$ cat src/hw/ast_pkg.sv
package ast_pkg;

  // Clock and analog timing
  localparam int unsigned CLK_MHZ = 200;
  localparam int unsigned SAMPLE_NS = 100;
  localparam int unsigned SAMPLE_CYC = (SAMPLE_NS * CLK_MHZ + 999) / 1000;
  localparam int unsigned DECIDE_NS = 25;
  localparam int unsigned DECIDE_CYC = (DECIDE_NS * CLK_MHZ + 999) / 1000;

  // Widths and counts
  localparam int unsigned NCH = 10;
  localparam int unsigned RES_W = 12;
  localparam int unsigned AW = 8;
  localparam logic [3:0] NCH_4 = 4'hA;

  // Register byte offsets
  localparam logic [7:0] OFS_CTRL = 8'h00;
  localparam logic [7:0] OFS_TSRC = 8'h04;
  localparam logic [7:0] OFS_START = 8'h08;
  localparam logic [7:0] OFS_MASK = 8'h0C;
  localparam logic [7:0] OFS_STATUS = 8'h10;
  localparam logic [7:0] OFS_CCF = 8'h14;
  localparam logic [7:0] OFS_DIEN = 8'h18;
  localparam logic [7:0] OFS_AUTO_COMPARE_ENABLE = 8'h1C;
  localparam logic [7:0] OFS_CMPHT = 8'h20;
  localparam logic [7:0] OFS_STATE = 8'h24;
  localparam logic [7:0] OFS_RESULT = 8'h40;
  localparam logic [7:0] OFS_RESULT_END = 8'h64;

  // Control register fields
  localparam int unsigned CTRL_CONT_BIT = 0;
  localparam int unsigned CTRL_ETE_BIT = 1;
  localparam int unsigned CTRL_POL_BIT = 2;
  localparam int unsigned CTRL_LVL_BIT = 3;
  localparam int unsigned CTRL_RES_LSB = 4;
  localparam int unsigned CTRL_LEN_LSB = 8;

  // Status and mask fields
  localparam int unsigned ST_SEQ = 0;
  localparam int unsigned ST_CMP = 1;
  localparam int unsigned ST_OVR = 2;

  // Reset values
  localparam logic [15:0] CTRL_RST = 16'h0A20;
  localparam logic [3:0] TSRC_RST = 4'h9;

  // AXI responses
  localparam logic [1:0] RESP_OKAY = 2'h0;
  localparam logic [1:0] RESP_SLVERR = 2'h2;

  typedef enum logic [3:0] {
    R_CTRL, R_TSRC, R_START, R_MASK, R_STATUS, R_CCF, R_DIEN, R_AUTO_COMPARE_ENABLE, R_CMPHT, R_STATE, R_RESULT, R_NONE
  } ast_reg_e;

  // Address to register decode, shared by the bus slave and the register file
  function automatic ast_reg_e reg_decode(input logic [7:0] a);
    ast_reg_e r;
    r = R_NONE;
    case (a)
      OFS_CTRL: r = R_CTRL;
      OFS_TSRC: r = R_TSRC;
      OFS_START: r = R_START;
      OFS_MASK: r = R_MASK;
      OFS_STATUS: r = R_STATUS;
      OFS_CCF: r = R_CCF;
      OFS_DIEN: r = R_DIEN;
      OFS_AUTO_COMPARE_ENABLE: r = R_AUTO_COMPARE_ENABLE;
      OFS_CMPHT: r = R_CMPHT;
      OFS_STATE: r = R_STATE;
      default: begin
        if (a >= OFS_RESULT && a <= OFS_RESULT_END && a[1:0] == 2'h0) begin
          r = R_RESULT;
        end
      end
    endcase
    return r;
  endfunction

  // Byte strobes to a bit mask
  function automatic logic [31:0] strb_mask(input logic [3:0] s);
    return {{8{s[3]}}, {8{s[2]}}, {8{s[1]}}, {8{s[0]}}};
  endfunction

endpackage

$ cat src/hw/ast_reg_if.sv
`timescale 1ns/1ps
interface ast_reg_if;
  logic wr_en;
  logic [7:0] wr_addr;
  logic [31:0] wr_data;
  logic [3:0] wr_strb;
  logic rd_en;
  logic [7:0] rd_addr;
  logic [31:0] rd_data;

  modport bus (output wr_en, wr_addr, wr_data, wr_strb, rd_en, rd_addr, input rd_data);
  modport regs (input wr_en, wr_addr, wr_data, wr_strb, rd_en, rd_addr, output rd_data);
endinterface

$ cat src/hw/ast_axil_slave.sv
`timescale 1ns/1ps
module ast_axil_slave (
  // Clock and reset
  input wire logic i_clk,
  input wire logic i_rstn,
  // AXI4-Lite
  input wire logic [7:0] s_axi_awaddr,
  input wire logic s_axi_awvalid,
  output logic s_axi_awready,
  input wire logic [31:0] s_axi_wdata,
  input wire logic [3:0] s_axi_wstrb,
  input wire logic s_axi_wvalid,
  output logic s_axi_wready,
  output logic [1:0] s_axi_bresp,
  output logic s_axi_bvalid,
  input wire logic s_axi_bready,
  input wire logic [7:0] s_axi_araddr,
  input wire logic s_axi_arvalid,
  output logic s_axi_arready,
  output logic [31:0] s_axi_rdata,
  output logic [1:0] s_axi_rresp,
  output logic s_axi_rvalid,
  input wire logic s_axi_rready,
  // Register side
  ast_reg_if.bus rb
);
  logic [7:0] aw_addr_q;
  logic [31:0] w_data_q;
  logic [3:0] w_strb_q;
  logic [7:0] ar_addr_q;
  logic rd_go_q;
  logic wr_go;

  // Both halves held and no response pending: commit the write
  assign wr_go = !s_axi_awready && !s_axi_wready && !s_axi_bvalid;
  assign rb.wr_en = wr_go;
  assign rb.wr_addr = aw_addr_q;
  assign rb.wr_data = w_data_q;
  assign rb.wr_strb = w_strb_q;
  assign rb.rd_en = rd_go_q;
  assign rb.rd_addr = ar_addr_q;

  // Write channels; address and data are taken in either order
  always_ff @(posedge i_clk or negedge i_rstn) begin
    if (!i_rstn) begin
      s_axi_awready <= 1'b1;
      s_axi_wready <= 1'b1;
      s_axi_bvalid <= 1'b0;
      s_axi_bresp <= ast_pkg::RESP_OKAY;
      aw_addr_q <= 8'h00;
      w_data_q <= 32'h0000_0000;
      w_strb_q <= 4'h0;
    end else begin
      if (s_axi_awvalid && s_axi_awready) begin
        aw_addr_q <= s_axi_awaddr;
        s_axi_awready <= 1'b0;
      end
      if (s_axi_wvalid && s_axi_wready) begin
        w_data_q <= s_axi_wdata;
        w_strb_q <= s_axi_wstrb;
        s_axi_wready <= 1'b0;
      end
      if (wr_go) begin
        s_axi_bvalid <= 1'b1;
        s_axi_bresp <= (ast_pkg::reg_decode(aw_addr_q) == ast_pkg::R_NONE) ? ast_pkg::RESP_SLVERR : ast_pkg::RESP_OKAY;
      end
      if (s_axi_bvalid && s_axi_bready) begin
        s_axi_bvalid <= 1'b0;
        s_axi_awready <= 1'b1;
        s_axi_wready <= 1'b1;
      end
    end
  end

  // Read channel; data is sampled in the cycle the strobe is raised
  always_ff @(posedge i_clk or negedge i_rstn) begin
    if (!i_rstn) begin
      s_axi_arready <= 1'b1;
      s_axi_rvalid <= 1'b0;
      s_axi_rdata <= 32'h0000_0000;
      s_axi_rresp <= ast_pkg::RESP_OKAY;
      ar_addr_q <= 8'h00;
      rd_go_q <= 1'b0;
    end else begin
      if (s_axi_arvalid && s_axi_arready) begin
        ar_addr_q <= s_axi_araddr;
        s_axi_arready <= 1'b0;
        rd_go_q <= 1'b1;
      end
      if (rd_go_q) begin
        rd_go_q <= 1'b0;
        s_axi_rvalid <= 1'b1;
        s_axi_rdata <= rb.rd_data;
        s_axi_rresp <= (ast_pkg::reg_decode(ar_addr_q) == ast_pkg::R_NONE) ? ast_pkg::RESP_SLVERR : ast_pkg::RESP_OKAY;
      end
      if (s_axi_rvalid && s_axi_rready) begin
        s_axi_rvalid <= 1'b0;
        s_axi_arready <= 1'b1;
      end
    end
  end
endmodule

$ cat src/hw/ast_sar_engine.sv
`timescale 1ns/1ps
module ast_sar_engine (
  // Clock and reset
  input wire logic i_clk,
  input wire logic i_rstn,
  // Request
  input wire logic i_start,
  input wire logic [3:0] i_chan,
  input wire logic [1:0] i_res,
  output logic o_done,
  output logic [11:0] o_result,
  // Analog front end
  input wire logic i_cmp_gt,
  output logic [3:0] o_mux_sel,
  output logic o_sample,
  output logic o_pwr_up,
  output logic [11:0] o_dac_code
);
  typedef enum logic [1:0] {E_IDLE, E_SAMPLE, E_DECIDE} ast_eng_e;
  ast_eng_e state_q;
  logic [7:0] cnt_q;
  logic [3:0] bit_q;
  logic [3:0] lsb_q;
  logic [11:0] kept;

  // Trial bit is kept when the held sample sits above the trial level
  assign kept = i_cmp_gt ? o_dac_code : (o_dac_code & ~(12'h001 << bit_q));

  // Sample, hold, then one binary-search decision per result bit
  always_ff @(posedge i_clk or negedge i_rstn) begin
    if (!i_rstn) begin
      state_q <= E_IDLE;
      cnt_q <= 8'h00;
      bit_q <= 4'h0;
      lsb_q <= 4'h0;
      o_done <= 1'b0;
      o_result <= 12'h000;
      o_mux_sel <= 4'h0;
      o_sample <= 1'b0;
      o_pwr_up <= 1'b0;
      o_dac_code <= 12'h000;
    end else begin
      o_done <= 1'b0;
      case (state_q)
        E_IDLE: begin
          if (i_start) begin
            o_mux_sel <= i_chan; // RULE_12
            o_sample <= 1'b1; // RULE_13
            o_pwr_up <= 1'b1; // RULE_11
            cnt_q <= 8'(ast_pkg::SAMPLE_CYC - 1);
            lsb_q <= (i_res == 2'h0) ? 4'h4 : (i_res == 2'h1) ? 4'h2 : 4'h0; // RULE_10
            state_q <= E_SAMPLE;
          end
        end
        E_SAMPLE: begin
          if (cnt_q == 8'h00) begin
            o_sample <= 1'b0; // RULE_13
            bit_q <= 4'hB;
            o_dac_code <= 12'h800;
            cnt_q <= 8'(ast_pkg::DECIDE_CYC - 1);
            state_q <= E_DECIDE;
          end else begin
            cnt_q <= cnt_q - 8'h01;
          end
        end
        E_DECIDE: begin
          if (cnt_q != 8'h00) begin
            cnt_q <= cnt_q - 8'h01;
          end else if (bit_q == lsb_q) begin
            o_result <= kept; // RULE_10
            o_dac_code <= 12'h000;
            o_done <= 1'b1;
            o_pwr_up <= 1'b0; // RULE_11
            state_q <= E_IDLE;
          end else begin
            o_dac_code <= kept | (12'h001 << (bit_q - 4'h1));
            bit_q <= bit_q - 4'h1;
            cnt_q <= 8'(ast_pkg::DECIDE_CYC - 1);
          end
        end
        default: state_q <= E_IDLE;
      endcase
    end
  end
endmodule

$ cat src/hw/ast_adc_ctrl.sv
// Notes on behaviour
// RULE_01: Trigger off: ignore pin; one sequence, or back-to-back sequences when continuous.
// RULE_02: Edge mode starts exactly one sequence per falling or rising edge by polarity.
// RULE_03: Level mode converts continuously while trigger is at its active level.
// RULE_04: Active edge during a running conversion sets the trigger overrun flag.
// RULE_05: With trigger enabled, the first conversion waits for the trigger.
// RULE_06: With trigger enabled, a start register write does not start a sequence.
// RULE_07: Level mode never sets overrun when trigger toggles mid-sequence.
// RULE_08: Level mode restarts at once if trigger still active at sequence end.
// RULE_09: Trigger source resets to channel 9 and is software selectable.
// RULE_10: Resolution 8, 10 or 12 bits, one SAR decision per bit.
// RULE_11: Converter core is powered down whenever no conversion runs.
// RULE_12: Multiplexer selects exactly one of ten inputs per conversion.
// RULE_13: Input connects to storage node while sampling, disconnects for hold.
// RULE_14: Each pin's digital input buffer is switched by its own enable bit.
// RULE_15: Reset leaves the converter powered down and all registers at reset values.
// RULE_16: Auto compare sets the complete flag only when true; compare interrupt if enabled.
// RULE_17: Start register write clears all complete flags, beating a same-cycle set.
// RULE_18: Sequence end raises an interrupt when enabled; CPU global mask still applies.
// RULE_19: Trigger is synchronised to the bus clock before edge or level detection.
`timescale 1ns/1ps
module ast_adc_ctrl (
  // Clock and reset
  input wire logic i_clk,
  input wire logic i_rstn,
  // AXI4-Lite slave
  input wire logic [7:0] s_axi_awaddr,
  input wire logic s_axi_awvalid,
  output logic s_axi_awready,
  input wire logic [31:0] s_axi_wdata,
  input wire logic [3:0] s_axi_wstrb,
  input wire logic s_axi_wvalid,
  output logic s_axi_wready,
  output logic [1:0] s_axi_bresp,
  output logic s_axi_bvalid,
  input wire logic s_axi_bready,
  input wire logic [7:0] s_axi_araddr,
  input wire logic s_axi_arvalid,
  output logic s_axi_arready,
  output logic [31:0] s_axi_rdata,
  output logic [1:0] s_axi_rresp,
  output logic s_axi_rvalid,
  input wire logic s_axi_rready,
  // Trigger sources
  input wire logic [9:0] i_an_dig,
  input wire logic [1:0] i_ext_trig,
  // Analog front end
  input wire logic i_cmp_gt,
  output logic [3:0] o_mux_sel,
  output logic o_sample,
  output logic o_pwr_up,
  output logic [11:0] o_dac_code,
  output logic [9:0] o_dig_in_en,
  // Interrupt
  output logic o_irq
);
  typedef enum logic {Q_IDLE, Q_RUN} ast_seq_e;

  ast_reg_if rb ();

  logic [15:0] ctrl_q;
  logic [3:0] tsrc_q;
  logic [3:0] start_ch_q;
  logic [2:0] mask_q;
  logic [2:0] status_q;
  logic [9:0] ccf_q;
  logic [9:0] auto_compare_enable_q;
  logic [9:0] cmpht_q;
  logic [11:0] result_q [ast_pkg::NCH];
  logic soft_pend_q;
  logic trig_s1_q;
  logic trig_s2_q;
  logic trig_s3_q;
  ast_seq_e seq_q;
  logic [3:0] idx_q;
  logic irq_q;

  // Control fields
  logic cont;
  logic ete;
  logic pol;
  logic lvl;
  logic [1:0] res;
  logic [3:0] len_raw;
  logic [3:0] seq_len;
  assign cont = ctrl_q[ast_pkg::CTRL_CONT_BIT];
  assign ete = ctrl_q[ast_pkg::CTRL_ETE_BIT];
  assign pol = ctrl_q[ast_pkg::CTRL_POL_BIT];
  assign lvl = ctrl_q[ast_pkg::CTRL_LVL_BIT];
  assign res = ctrl_q[ast_pkg::CTRL_RES_LSB +: 2];
  assign len_raw = ctrl_q[ast_pkg::CTRL_LEN_LSB +: 4];
  // A length of zero or above ten runs all ten conversions
  assign seq_len = (len_raw == 4'h0 || len_raw > ast_pkg::NCH_4) ? ast_pkg::NCH_4 : len_raw;

  // Register decode for both directions
  ast_pkg::ast_reg_e wdec;
  ast_pkg::ast_reg_e rdec;
  logic [31:0] wm;
  logic [31:0] wval_ctrl;
  logic [3:0] widx;
  logic [3:0] ridx;
  logic wr_start;
  logic rd_status;
  assign wdec = ast_pkg::reg_decode(rb.wr_addr);
  assign rdec = ast_pkg::reg_decode(rb.rd_addr);
  assign wm = ast_pkg::strb_mask(rb.wr_strb);
  assign wval_ctrl = (32'(ctrl_q) & ~wm) | (rb.wr_data & wm);
  assign widx = 4'((rb.wr_addr - ast_pkg::OFS_RESULT) >> 2);
  assign ridx = 4'((rb.rd_addr - ast_pkg::OFS_RESULT) >> 2);
  assign wr_start = rb.wr_en && wdec == ast_pkg::R_START;
  assign rd_status = rb.rd_en && rdec == ast_pkg::R_STATUS;

  // Trigger source select; pins 0..9 or the two dedicated trigger inputs
  logic trig_raw;
  assign trig_raw = (tsrc_q < ast_pkg::NCH_4) ? i_an_dig[tsrc_q] : i_ext_trig[tsrc_q[0]]; // RULE_09

  // Two-stage synchroniser, third stage only for edge detection
  always_ff @(posedge i_clk or negedge i_rstn) begin
    if (!i_rstn) begin
      trig_s1_q <= 1'b0;
      trig_s2_q <= 1'b0;
      trig_s3_q <= 1'b0;
    end else begin
      trig_s1_q <= trig_raw; // RULE_19
      trig_s2_q <= trig_s1_q;
      trig_s3_q <= trig_s2_q;
    end
  end

  // Polarity applied after the synchroniser
  logic trig_act;
  logic edge_act;
  assign trig_act = pol ? trig_s2_q : !trig_s2_q; // RULE_03
  assign edge_act = pol ? (trig_s2_q && !trig_s3_q) : (!trig_s2_q && trig_s3_q); // RULE_02 RULE_19

  // SAR engine hookup
  logic eng_start;
  logic eng_done;
  logic [11:0] eng_result;
  logic [4:0] ch_sum;
  logic [3:0] eng_chan;
  logic [3:0] next_idx;
  logic run;
  logic last;
  logic seq_end;
  assign next_idx = (run && !seq_end) ? idx_q + 4'h1 : 4'h0;
  assign ch_sum = {1'b0, start_ch_q} + {1'b0, next_idx};
  // Channel wraps modulo ten so each conversion picks exactly one input
  assign eng_chan = (ch_sum >= 5'(ast_pkg::NCH)) ? 4'(ch_sum - 5'(ast_pkg::NCH)) : ch_sum[3:0]; // RULE_12

  ast_sar_engine u_eng (
    .i_clk(i_clk),
    .i_rstn(i_rstn),
    .i_start(eng_start),
    .i_chan(eng_chan),
    .i_res(res),
    .o_done(eng_done),
    .o_result(eng_result),
    .i_cmp_gt(i_cmp_gt),
    .o_mux_sel(o_mux_sel),
    .o_sample(o_sample),
    .o_pwr_up(o_pwr_up),
    .o_dac_code(o_dac_code)
  );

  // Sequence start and continuation decisions
  logic go_ext;
  logic go_soft;
  logic go_idle;
  logic restart;
  logic overrun;
  assign run = seq_q == Q_RUN;
  assign last = idx_q == seq_len - 4'h1;
  assign seq_end = run && eng_done && last;
  // Only the trigger starts conversions once it is enabled
  assign go_ext = ete && (lvl ? trig_act : edge_act); // RULE_02 RULE_03 RULE_05
  assign go_soft = !ete && soft_pend_q; // RULE_01 RULE_06
  assign go_idle = !run && (go_ext || go_soft);
  // Continuous flag matters only with the trigger off; level mode re-checks the pin
  assign restart = seq_end && (ete ? (lvl ? trig_act : edge_act) : cont); // RULE_01 RULE_08
  // Level mode cannot overrun; an edge landing on the final result starts the next run instead
  assign overrun = ete && !lvl && edge_act && run && !seq_end; // RULE_04 RULE_07
  assign eng_start = go_idle || restart || (run && eng_done && !last);

  // Sequencer state
  always_ff @(posedge i_clk or negedge i_rstn) begin
    if (!i_rstn) begin
      seq_q <= Q_IDLE; // RULE_15
      idx_q <= 4'h0;
    end else if (go_idle || restart) begin
      seq_q <= Q_RUN;
      idx_q <= 4'h0;
    end else if (seq_end) begin
      seq_q <= Q_IDLE;
    end else if (run && eng_done) begin
      idx_q <= idx_q + 4'h1;
    end
  end

  // Software start request; ignored entirely while the trigger is enabled
  always_ff @(posedge i_clk or negedge i_rstn) begin
    if (!i_rstn) begin
      soft_pend_q <= 1'b0;
    end else if (ete || go_soft) begin
      soft_pend_q <= 1'b0; // RULE_06
    end else if (wr_start) begin
      soft_pend_q <= 1'b1; // RULE_01
    end
  end

  // Result or compare outcome of the conversion just finished
  logic conv_done;
  logic cmp_on;
  logic cmp_true;
  assign conv_done = run && eng_done;
  assign cmp_on = auto_compare_enable_q[idx_q];
  assign cmp_true = cmpht_q[idx_q] ? (eng_result > result_q[idx_q]) : (eng_result <= result_q[idx_q]);

  logic [9:0] ccf_set;
  logic [2:0] st_set;
  assign ccf_set = (conv_done && (!cmp_on || cmp_true)) ? (10'h001 << idx_q) : 10'h000; // RULE_16
  assign st_set = {overrun, conv_done && cmp_on && cmp_true, seq_end}; // RULE_04 RULE_16 RULE_18

  // Complete flags: start register write wins over a same-cycle set
  always_ff @(posedge i_clk or negedge i_rstn) begin
    if (!i_rstn) begin
      ccf_q <= 10'h000;
    end else if (wr_start) begin
      ccf_q <= 10'h000; // RULE_17
    end else begin
      ccf_q <= ccf_q | ccf_set;
    end
  end

  // Sticky events, cleared by reading; a new event beats the clear
  always_ff @(posedge i_clk or negedge i_rstn) begin
    if (!i_rstn) begin
      status_q <= 3'h0;
      irq_q <= 1'b0;
    end else begin
      status_q <= (rd_status ? 3'h0 : status_q) | st_set;
      irq_q <= |(status_q & mask_q); // RULE_16 RULE_18
    end
  end
  assign o_irq = irq_q;

  // Result store; compare values occupy the same slots and are never overwritten
  genvar g;
  generate
    for (g = 0; g < ast_pkg::NCH; g++) begin : g_res
      always_ff @(posedge i_clk or negedge i_rstn) begin
        if (!i_rstn) begin
          result_q[g] <= 12'h000;
        end else if (rb.wr_en && wdec == ast_pkg::R_RESULT && widx == 4'(g)) begin
          result_q[g] <= rb.wr_data[11:0];
        end else if (conv_done && idx_q == 4'(g) && !auto_compare_enable_q[g]) begin
          result_q[g] <= eng_result; // RULE_16
        end
      end
    end
  endgenerate

  // Software written configuration
  always_ff @(posedge i_clk or negedge i_rstn) begin
    if (!i_rstn) begin
      ctrl_q <= ast_pkg::CTRL_RST; // RULE_15
      tsrc_q <= ast_pkg::TSRC_RST; // RULE_09
      start_ch_q <= 4'h0;
      mask_q <= 3'h0;
      o_dig_in_en <= 10'h000;
      auto_compare_enable_q <= 10'h000;
      cmpht_q <= 10'h000;
    end else if (rb.wr_en) begin
      case (wdec)
        ast_pkg::R_CTRL: ctrl_q <= wval_ctrl[15:0];
        ast_pkg::R_TSRC: begin
          if (rb.wr_strb[0] && rb.wr_data[3:0] < 4'hC) begin
            tsrc_q <= rb.wr_data[3:0]; // RULE_09
          end
        end
        ast_pkg::R_START: begin
          if (rb.wr_data[3:0] < ast_pkg::NCH_4) begin
            start_ch_q <= rb.wr_data[3:0];
          end
        end
        ast_pkg::R_MASK: mask_q <= rb.wr_data[2:0];
        ast_pkg::R_DIEN: o_dig_in_en <= rb.wr_data[9:0]; // RULE_14
        ast_pkg::R_AUTO_COMPARE_ENABLE: auto_compare_enable_q <= rb.wr_data[9:0];
        ast_pkg::R_CMPHT: cmpht_q <= rb.wr_data[9:0];
        default: ;
      endcase
    end
  end

  // Read data; unmapped addresses read as zero
  always_comb begin
    rb.rd_data = 32'h0000_0000;
    case (rdec)
      ast_pkg::R_CTRL: rb.rd_data = 32'(ctrl_q);
      ast_pkg::R_TSRC: rb.rd_data = 32'(tsrc_q);
      ast_pkg::R_START: rb.rd_data = 32'(start_ch_q);
      ast_pkg::R_MASK: rb.rd_data = 32'(mask_q);
      ast_pkg::R_STATUS: rb.rd_data = 32'(status_q);
      ast_pkg::R_CCF: rb.rd_data = 32'(ccf_q);
      ast_pkg::R_DIEN: rb.rd_data = 32'(o_dig_in_en);
      ast_pkg::R_AUTO_COMPARE_ENABLE: rb.rd_data = 32'(auto_compare_enable_q);
      ast_pkg::R_CMPHT: rb.rd_data = 32'(cmpht_q);
      ast_pkg::R_STATE: rb.rd_data = {27'h0, idx_q, run};
      ast_pkg::R_RESULT: rb.rd_data = 32'(result_q[ridx]);
      default: rb.rd_data = 32'h0000_0000;
    endcase
  end

  ast_axil_slave u_axi (
    .i_clk(i_clk),
    .i_rstn(i_rstn),
    .s_axi_awaddr(s_axi_awaddr),
    .s_axi_awvalid(s_axi_awvalid),
    .s_axi_awready(s_axi_awready),
    .s_axi_wdata(s_axi_wdata),
    .s_axi_wstrb(s_axi_wstrb),
    .s_axi_wvalid(s_axi_wvalid),
    .s_axi_wready(s_axi_wready),
    .s_axi_bresp(s_axi_bresp),
    .s_axi_bvalid(s_axi_bvalid),
    .s_axi_bready(s_axi_bready),
    .s_axi_araddr(s_axi_araddr),
    .s_axi_arvalid(s_axi_arvalid),
    .s_axi_arready(s_axi_arready),
    .s_axi_rdata(s_axi_rdata),
    .s_axi_rresp(s_axi_rresp),
    .s_axi_rvalid(s_axi_rvalid),
    .s_axi_rready(s_axi_rready),
    .rb(rb)
  );
endmodule

$ cat config.mk
export PLATFORM = sky130hd
export DESIGN_NAME = ast_adc_ctrl
export DESIGN_NICKNAME = d
export VERILOG_FILES = /design/src/hw/ast_pkg.sv /design/src/hw/ast_reg_if.sv /design/src/hw/ast_axil_slave.sv /design/src/hw/ast_sar_engine.sv /design/src/hw/ast_adc_ctrl.sv
export SDC_FILE = /design/constraint.sdc
export NUM_CORES = 1
export LEC_CHECK = 0
export BUFFER_PORTS_ARGS = -buffer_cell sky130_fd_sc_hd__buf_2
export CORE_MARGIN = 2
export CORE_UTILIZATION = 50
export CTS_CLUSTER_SIZE = 30
export DETAILED_ROUTE_END_ITERATION = 10
export GPL_ROUTABILITY_DRIVEN = 1
export PLACE_DENSITY = 0.79
export SYNTH_ARGS = -nofsm -noshare
export SYNTH_HDL_FRONTEND = slang
export SYNTH_SLANG_ARGS = --single-unit
$ cat constraint.sdc
create_clock -name i_clk -period 3.9 [get_ports i_clk]
set_clock_uncertainty 0.05 [all_clocks]
set_input_delay 0.78 -clock i_clk [delete_from_list [all_inputs] [get_ports i_clk]]
set_output_delay 0.78 -clock i_clk [all_outputs]
set_load 0.05 [all_outputs]
==> After elaboration in Yosys (flattened, before gate mapping) <==
Index checks and enable logic that the tools add are counted.
{ "word_totals": {"regBits": 325, "output_inout_bits": 70} }
{ "op_classes": {"muxes": 104, "n_addsub": 8, "eq_ne": 67, "bitwise_logic": 13, "order_cmp": 16, "n_reduce_logical": 141, "shifts": 3} }
{ "ops": {"columns": ["operator", "count"], "rows": [
  ["$mux W12", 28],
  ["$pmux W16 S11", 1],
  ["$bmux W12 S4", 2],
  ["$pmux W4 S10", 2],
  ["$eq A8 B5 Y1 const B", 8],
  ["$logic_and A1 B1 Y1", 62],
  ["$eq A4 B3 Y1 const B", 14],
  ["$mux W4", 12],
  ["$eq A4 B4 Y1 const B", 11],
  ["$reduce_bool A2 Y1", 21],
  ["$mux W1", 36],
  ["$and A16 B16 Y16", 2],
  ["$eq A4 B2 Y1 const B", 8],
  ["$eq A8 B4 Y1 const B", 4],
  ["$eq A8 B6 Y1 const B", 4],
  ["$mux W8", 4],
  ["$logic_not A8 Y1", 3],
  ["$pmux W12 S2", 1],
  ["$pmux W8 S3", 1],
  ["$shl A1 B4 Y12 const A", 2],
  ["$logic_not A1 Y1", 21],
  ["$logic_not A4 Y1", 5],
  ["$mux W10", 2],
  ["$reduce_and A3 Y1", 6],
  ["other kinds (48)", 92]
]} }

==> Longest topological paths before layout <==
{ "logic_depth": {"ltp_word": 12, "mapped_depth": 18, "depth_no_buf": 17} }

==> Cells and area by module <==
Synthesis repeated with hierarchy kept, for this count alone.
{ "unflattened": {"cells_unflattened": 1641, "area_unflattened_um2": 18881.9} }
{ "modules_own_cells": {"columns": ["module", "n_inst", "area_per_inst_um2", "cells_per_inst", "seq_area_each_um2"], "rows": [
  ["ast_adc_ctrl", 1, 12682.2, 1200, 5011.1],
  ["ast_axil_slave", 1, 3597.2, 211, 2306.0],
  ["ast_sar_engine", 1, 2602.5, 230, 1176.1]
]} }

==> Worst setup path after synthesis <==
No wires, ideal clock.
{ "synth_path": {"kind": "register -> register", "start": "register (tool-made name)", "end": "register u_eng.o_mux_sel[2]", "period_less_slack_ns": 3.725, "n_path_buf": 1, "slack_ns": 0.175, "path_stages_with_launch": 18, "setup_time_ns": 0.083, "arrival_ns": 3.592, "path_cell_list": "dfstp_2 buf_2 nor3_1 a211oi_1 ha_1 xnor2_1 nor4_1 nand2_1 nand2_1 nor2_1 ha_1 fa_1 xnor2_1 ha_1 nand2_1 a21boi_0 mux2_2 o21ai_0"} }
{ "synth_rtl": {"columns": ["element", "line_no", "rtl"], "rows": [
  ["end signal, assigned", "ast_sar_engine.sv:47", "o_mux_sel <= i_chan;"],
  ["end, declared", "ast_sar_engine.sv:14", "output logic [3:0] o_mux_sel,"]
]} }

==> metrics.csv <==
metric,value,unit
insertion_delay,530,ps
grt_pass1_wl,77000,um
synth_area_per_cell,10.4,sq um
hold_slack,245,ps
synth_top_area_share,43.0,%
setup_ws,116,ps
synth_edf_count,0,
ys_seq_elements,305,
numPortBuffers,105,
nNetsFinal,1847,
track_usage,27.0,%
num-fill-cells,2821,
initial_core_util,50.4,%
syn-instance-count,1668,
critPathBufInv,3,
worstHoldPathType,in -> async,
worstPathMaxFanout,3,
final_util,56.9,%
dieArea,0.0361,sq mm
yosysSeqAreaShare,44.2,%
tritoncts,done,
worst_pin_slew,1120,ps
critical_path_class,reg -> reg,
total_leakage_power,8.88,nW
start_kind,flop,
cts_buffers,35,
hold_viol,0,
peakVddDrop,0.000787,V
dp_hpwl,32800,um
drt-vias-per-instance,6.24,
dp_slack,-60.3,ps
grt_max_degree,96,
route.detailed.drc,0,
rows,68,
antenna_found_initial,0,
yosysTopAreaCell,dfrtp_1,
cts_hold_buf,0,
multi_input_area,0.00901,sq mm
wl_per_cell,21.9,um
htree_levels,2,
synth-async-reset-ratio,100,%
path_delay_family,adder cells,
worstSetupEndpointType,flop,
die_h,190,um
clock_sinks,305,
crit_chain,"nor3_2, a211oi_2, ha_2, xnor2_2, nor4_2, buf_4, nand2_4, nand2_2, nor2_2, ha_2, fa_2, xnor2_2, ha_2, nand2_2, a21boi_2, buf_4, buf_4, xnor2_2, o21ai_1",
crit_path_top_delay_cell,dfstp_2,
reg2reg_depth,19,
die_x,190,um
initialDrtViolationCount,1302,
fin_crit_sh,97.0,%
io_pins,142,
path_clk_slew,60,ps
finalSetupViolCount,0,
synthesis.area,0.0173,sq mm
drt-total-wl,48600,um
cp_num_cells,19,
place.gp.congestion,0.939,
yosysWarnings,0,
synth_cell_type_count,74,
antenna_left,0,
power.density,711,mW/mm^2
root_buffer,clkbuf_16,
synth-main-ff-cell,dfrtp_1,
drive_above_1_share,24.5,%
synthTopCellsByArea,"dfrtp_1, mux2_2, mux2i_1",
num_vias,13848,
cap_violations,0,
synthToLayoutAreaGrowth,12.9,%
fmax,0.264,GHz
status,finished clean,
arrival,4140,ps
cp.required,4260,ps
grt_pass1_vias,13848,
drt-pass1-iter-count,5,
cpPeakStageDelay,550,ps
num_antenna_cells,0,
drv_slew,0,
cts_max_path_buffers,3,
min_period,3780,ps
overflow,0,
design.core.area,0.0343,sq mm
timing.slew.headroom,24.7,%
power,13.9,mW
ff_latch_area,0.00764,sq mm
-- synth_stat cells (8+ instances only) --
library cell	instances
and2_1	9
nor2b_1	12
ha_1	34
a21oi_1	167
mux4_2	57
a22oi_1	26
dfrtp_1	297
mux2_2	119
nand2_1	128
buf_2	28
buf_4	23
a22o_1	16
nand4_1	17
xnor2_1	11
o211ai_1	10
inv_1	23
dfstp_2	8
nand2b_1	8
a31oi_1	9
nor3_1	18
nand3_1	49
o31ai_1	10
clkbuf_1	86
nand3b_1	9
mux2i_1	132
o21ai_0	69
nor2_1	191
-- area by class of cell --
cell class | instances | share of cell area [%]
sequential | 305 | 39.2
inverter | 26 | 0.501
timing repair buffer | 162 | 5.26
clock buffer | 51 | 5.17
tap | 455 | 2.92
multi-input combinational | 1210 | 46.2
clock inverter | 9 | 0.712
-- power breakdown --
part           switching [mW]  internal, mW  total (mW)
Clock                    1.34          1.99        3.33
Combinational            2.74          2.11        4.85
Sequential               1.50          4.19        5.69
Total                    5.58          8.29        13.9
-- worst paths after layout --
kind	end	slack, ps
min in group i_clk	trig_s2_q$_DFF_PN0_	330
worst max register to register	u_eng.o_mux_sel[1]$_DFFE_PN0P_	120
worst max-delay path	u_eng.o_mux_sel[1]$_DFFE_PN0P_	120
worst min register to register	trig_s2_q$_DFF_PN0_	330
max in group asynchronous	u_axi.s_axi_awready$_DFFE_PN1P_	2640
worst min-delay path	u_axi.rb.rd_addr[1]$_DFFE_PN0P_	250
-- state kept, by name (all words and copies together), names as in the netlist, 10 cells and up, named ones only --
register	cells
u_eng.o_result	12
ccf_q	10
result_q	120
u_axi.s_axi_rdata	16
o_dig_in_en	10
u_eng.o_dac_code	12
auto_compare_enable_q	10
cmpht_q	10
u_axi.rb.wr_data	16
-- cells by family (layout without fill, tap and decap cells) --
family	Yosys count	count (layout)	synth area share, %
DFF	305	305	44.2
other	1	18	0.0217
adders and majority gates	35	35	2.58
AOI/OAI and AO/OA	356	356	12.4
and+or+nand+nor	476	476	12.6
muxes	310	310	23.0
xor gates and xnor gates	15	15	0.761
buffers and inverters	170	248	4.40
-- timing repair --
| item | 4_1_cts | 5_1_grt |
|---|---|---|
| resized for setup | 5 | 17 |
| pin swaps | 2 | 9 |
| buffers inserted | 0 | 5 |
| endpoints found under the setup margin | 2 | 3 |
-- routing by layer --
| metal | vias to the layer above | GRT usage (%) | share of wire, % |
|---|---|---|---|
| met2 | 678 | 45.2 | 48 |
| met5 | - | 0 | 0 |
| met1 | 6893 | 35.6 | 41 |
| met4 | 0 | 9.54 | 3.3 |
| li1 | 6144 | - | - |
| met3 | 133 | 4.46 | 8.0 |
-- placed cells by master, fill, tap and decap left out, types with 5 or more instances in the layout --
master	count
a22o_1	16
nor3_1	17
buf_2	104
clkbuf_8	5
nand3_1	49
or3_1	7
nand2b_1	8
o211ai_1	10
and2_1	9
o31ai_1	10
dfrtp_1	295
o21ai_1	7
clkbuf_16	36
nor2_1	190
mux2i_1	132
nand3b_1	9
nor2b_1	12
buf_4	52
xnor2_1	8
buf_12	5
ha_1	31
nor3b_1	5
clkbuf_1	10
mux4_2	57
a211oi_1	6
a22oi_1	26
a31oi_1	9
dfstp_2	8
inv_1	23
a21oi_1	167
a221oi_1	5
mux2_2	118
o21ai_0	66
conb_1	18
nand2_1	125
nand4_1	17
-- worst register-to-register path, delay by kind of cell (launching register included) --
family	cells	cell delay, ps
buffers and inverters	3	420
AND/OR/NAND/NOR	6	530
XOR/XNOR	3	490
flip-flops	1	550
adder cells (fa/ha/maj)	4	1150
AO/OA/AOI/OAI	3	460
-- metrics by stage --
stage	cell area [sq um]	instances	setup TNS, ps
2_1_floorplan	17300	1685	0
3_3_place_gp	18200	2153	0
3_5_place_dp	18200	2153	-60.3
4_1_cts	19400	2213	0
5_1_grt	19500	2218	-41.4
6_report	19500	2218	0
Power figures use the tool's default switching activity.
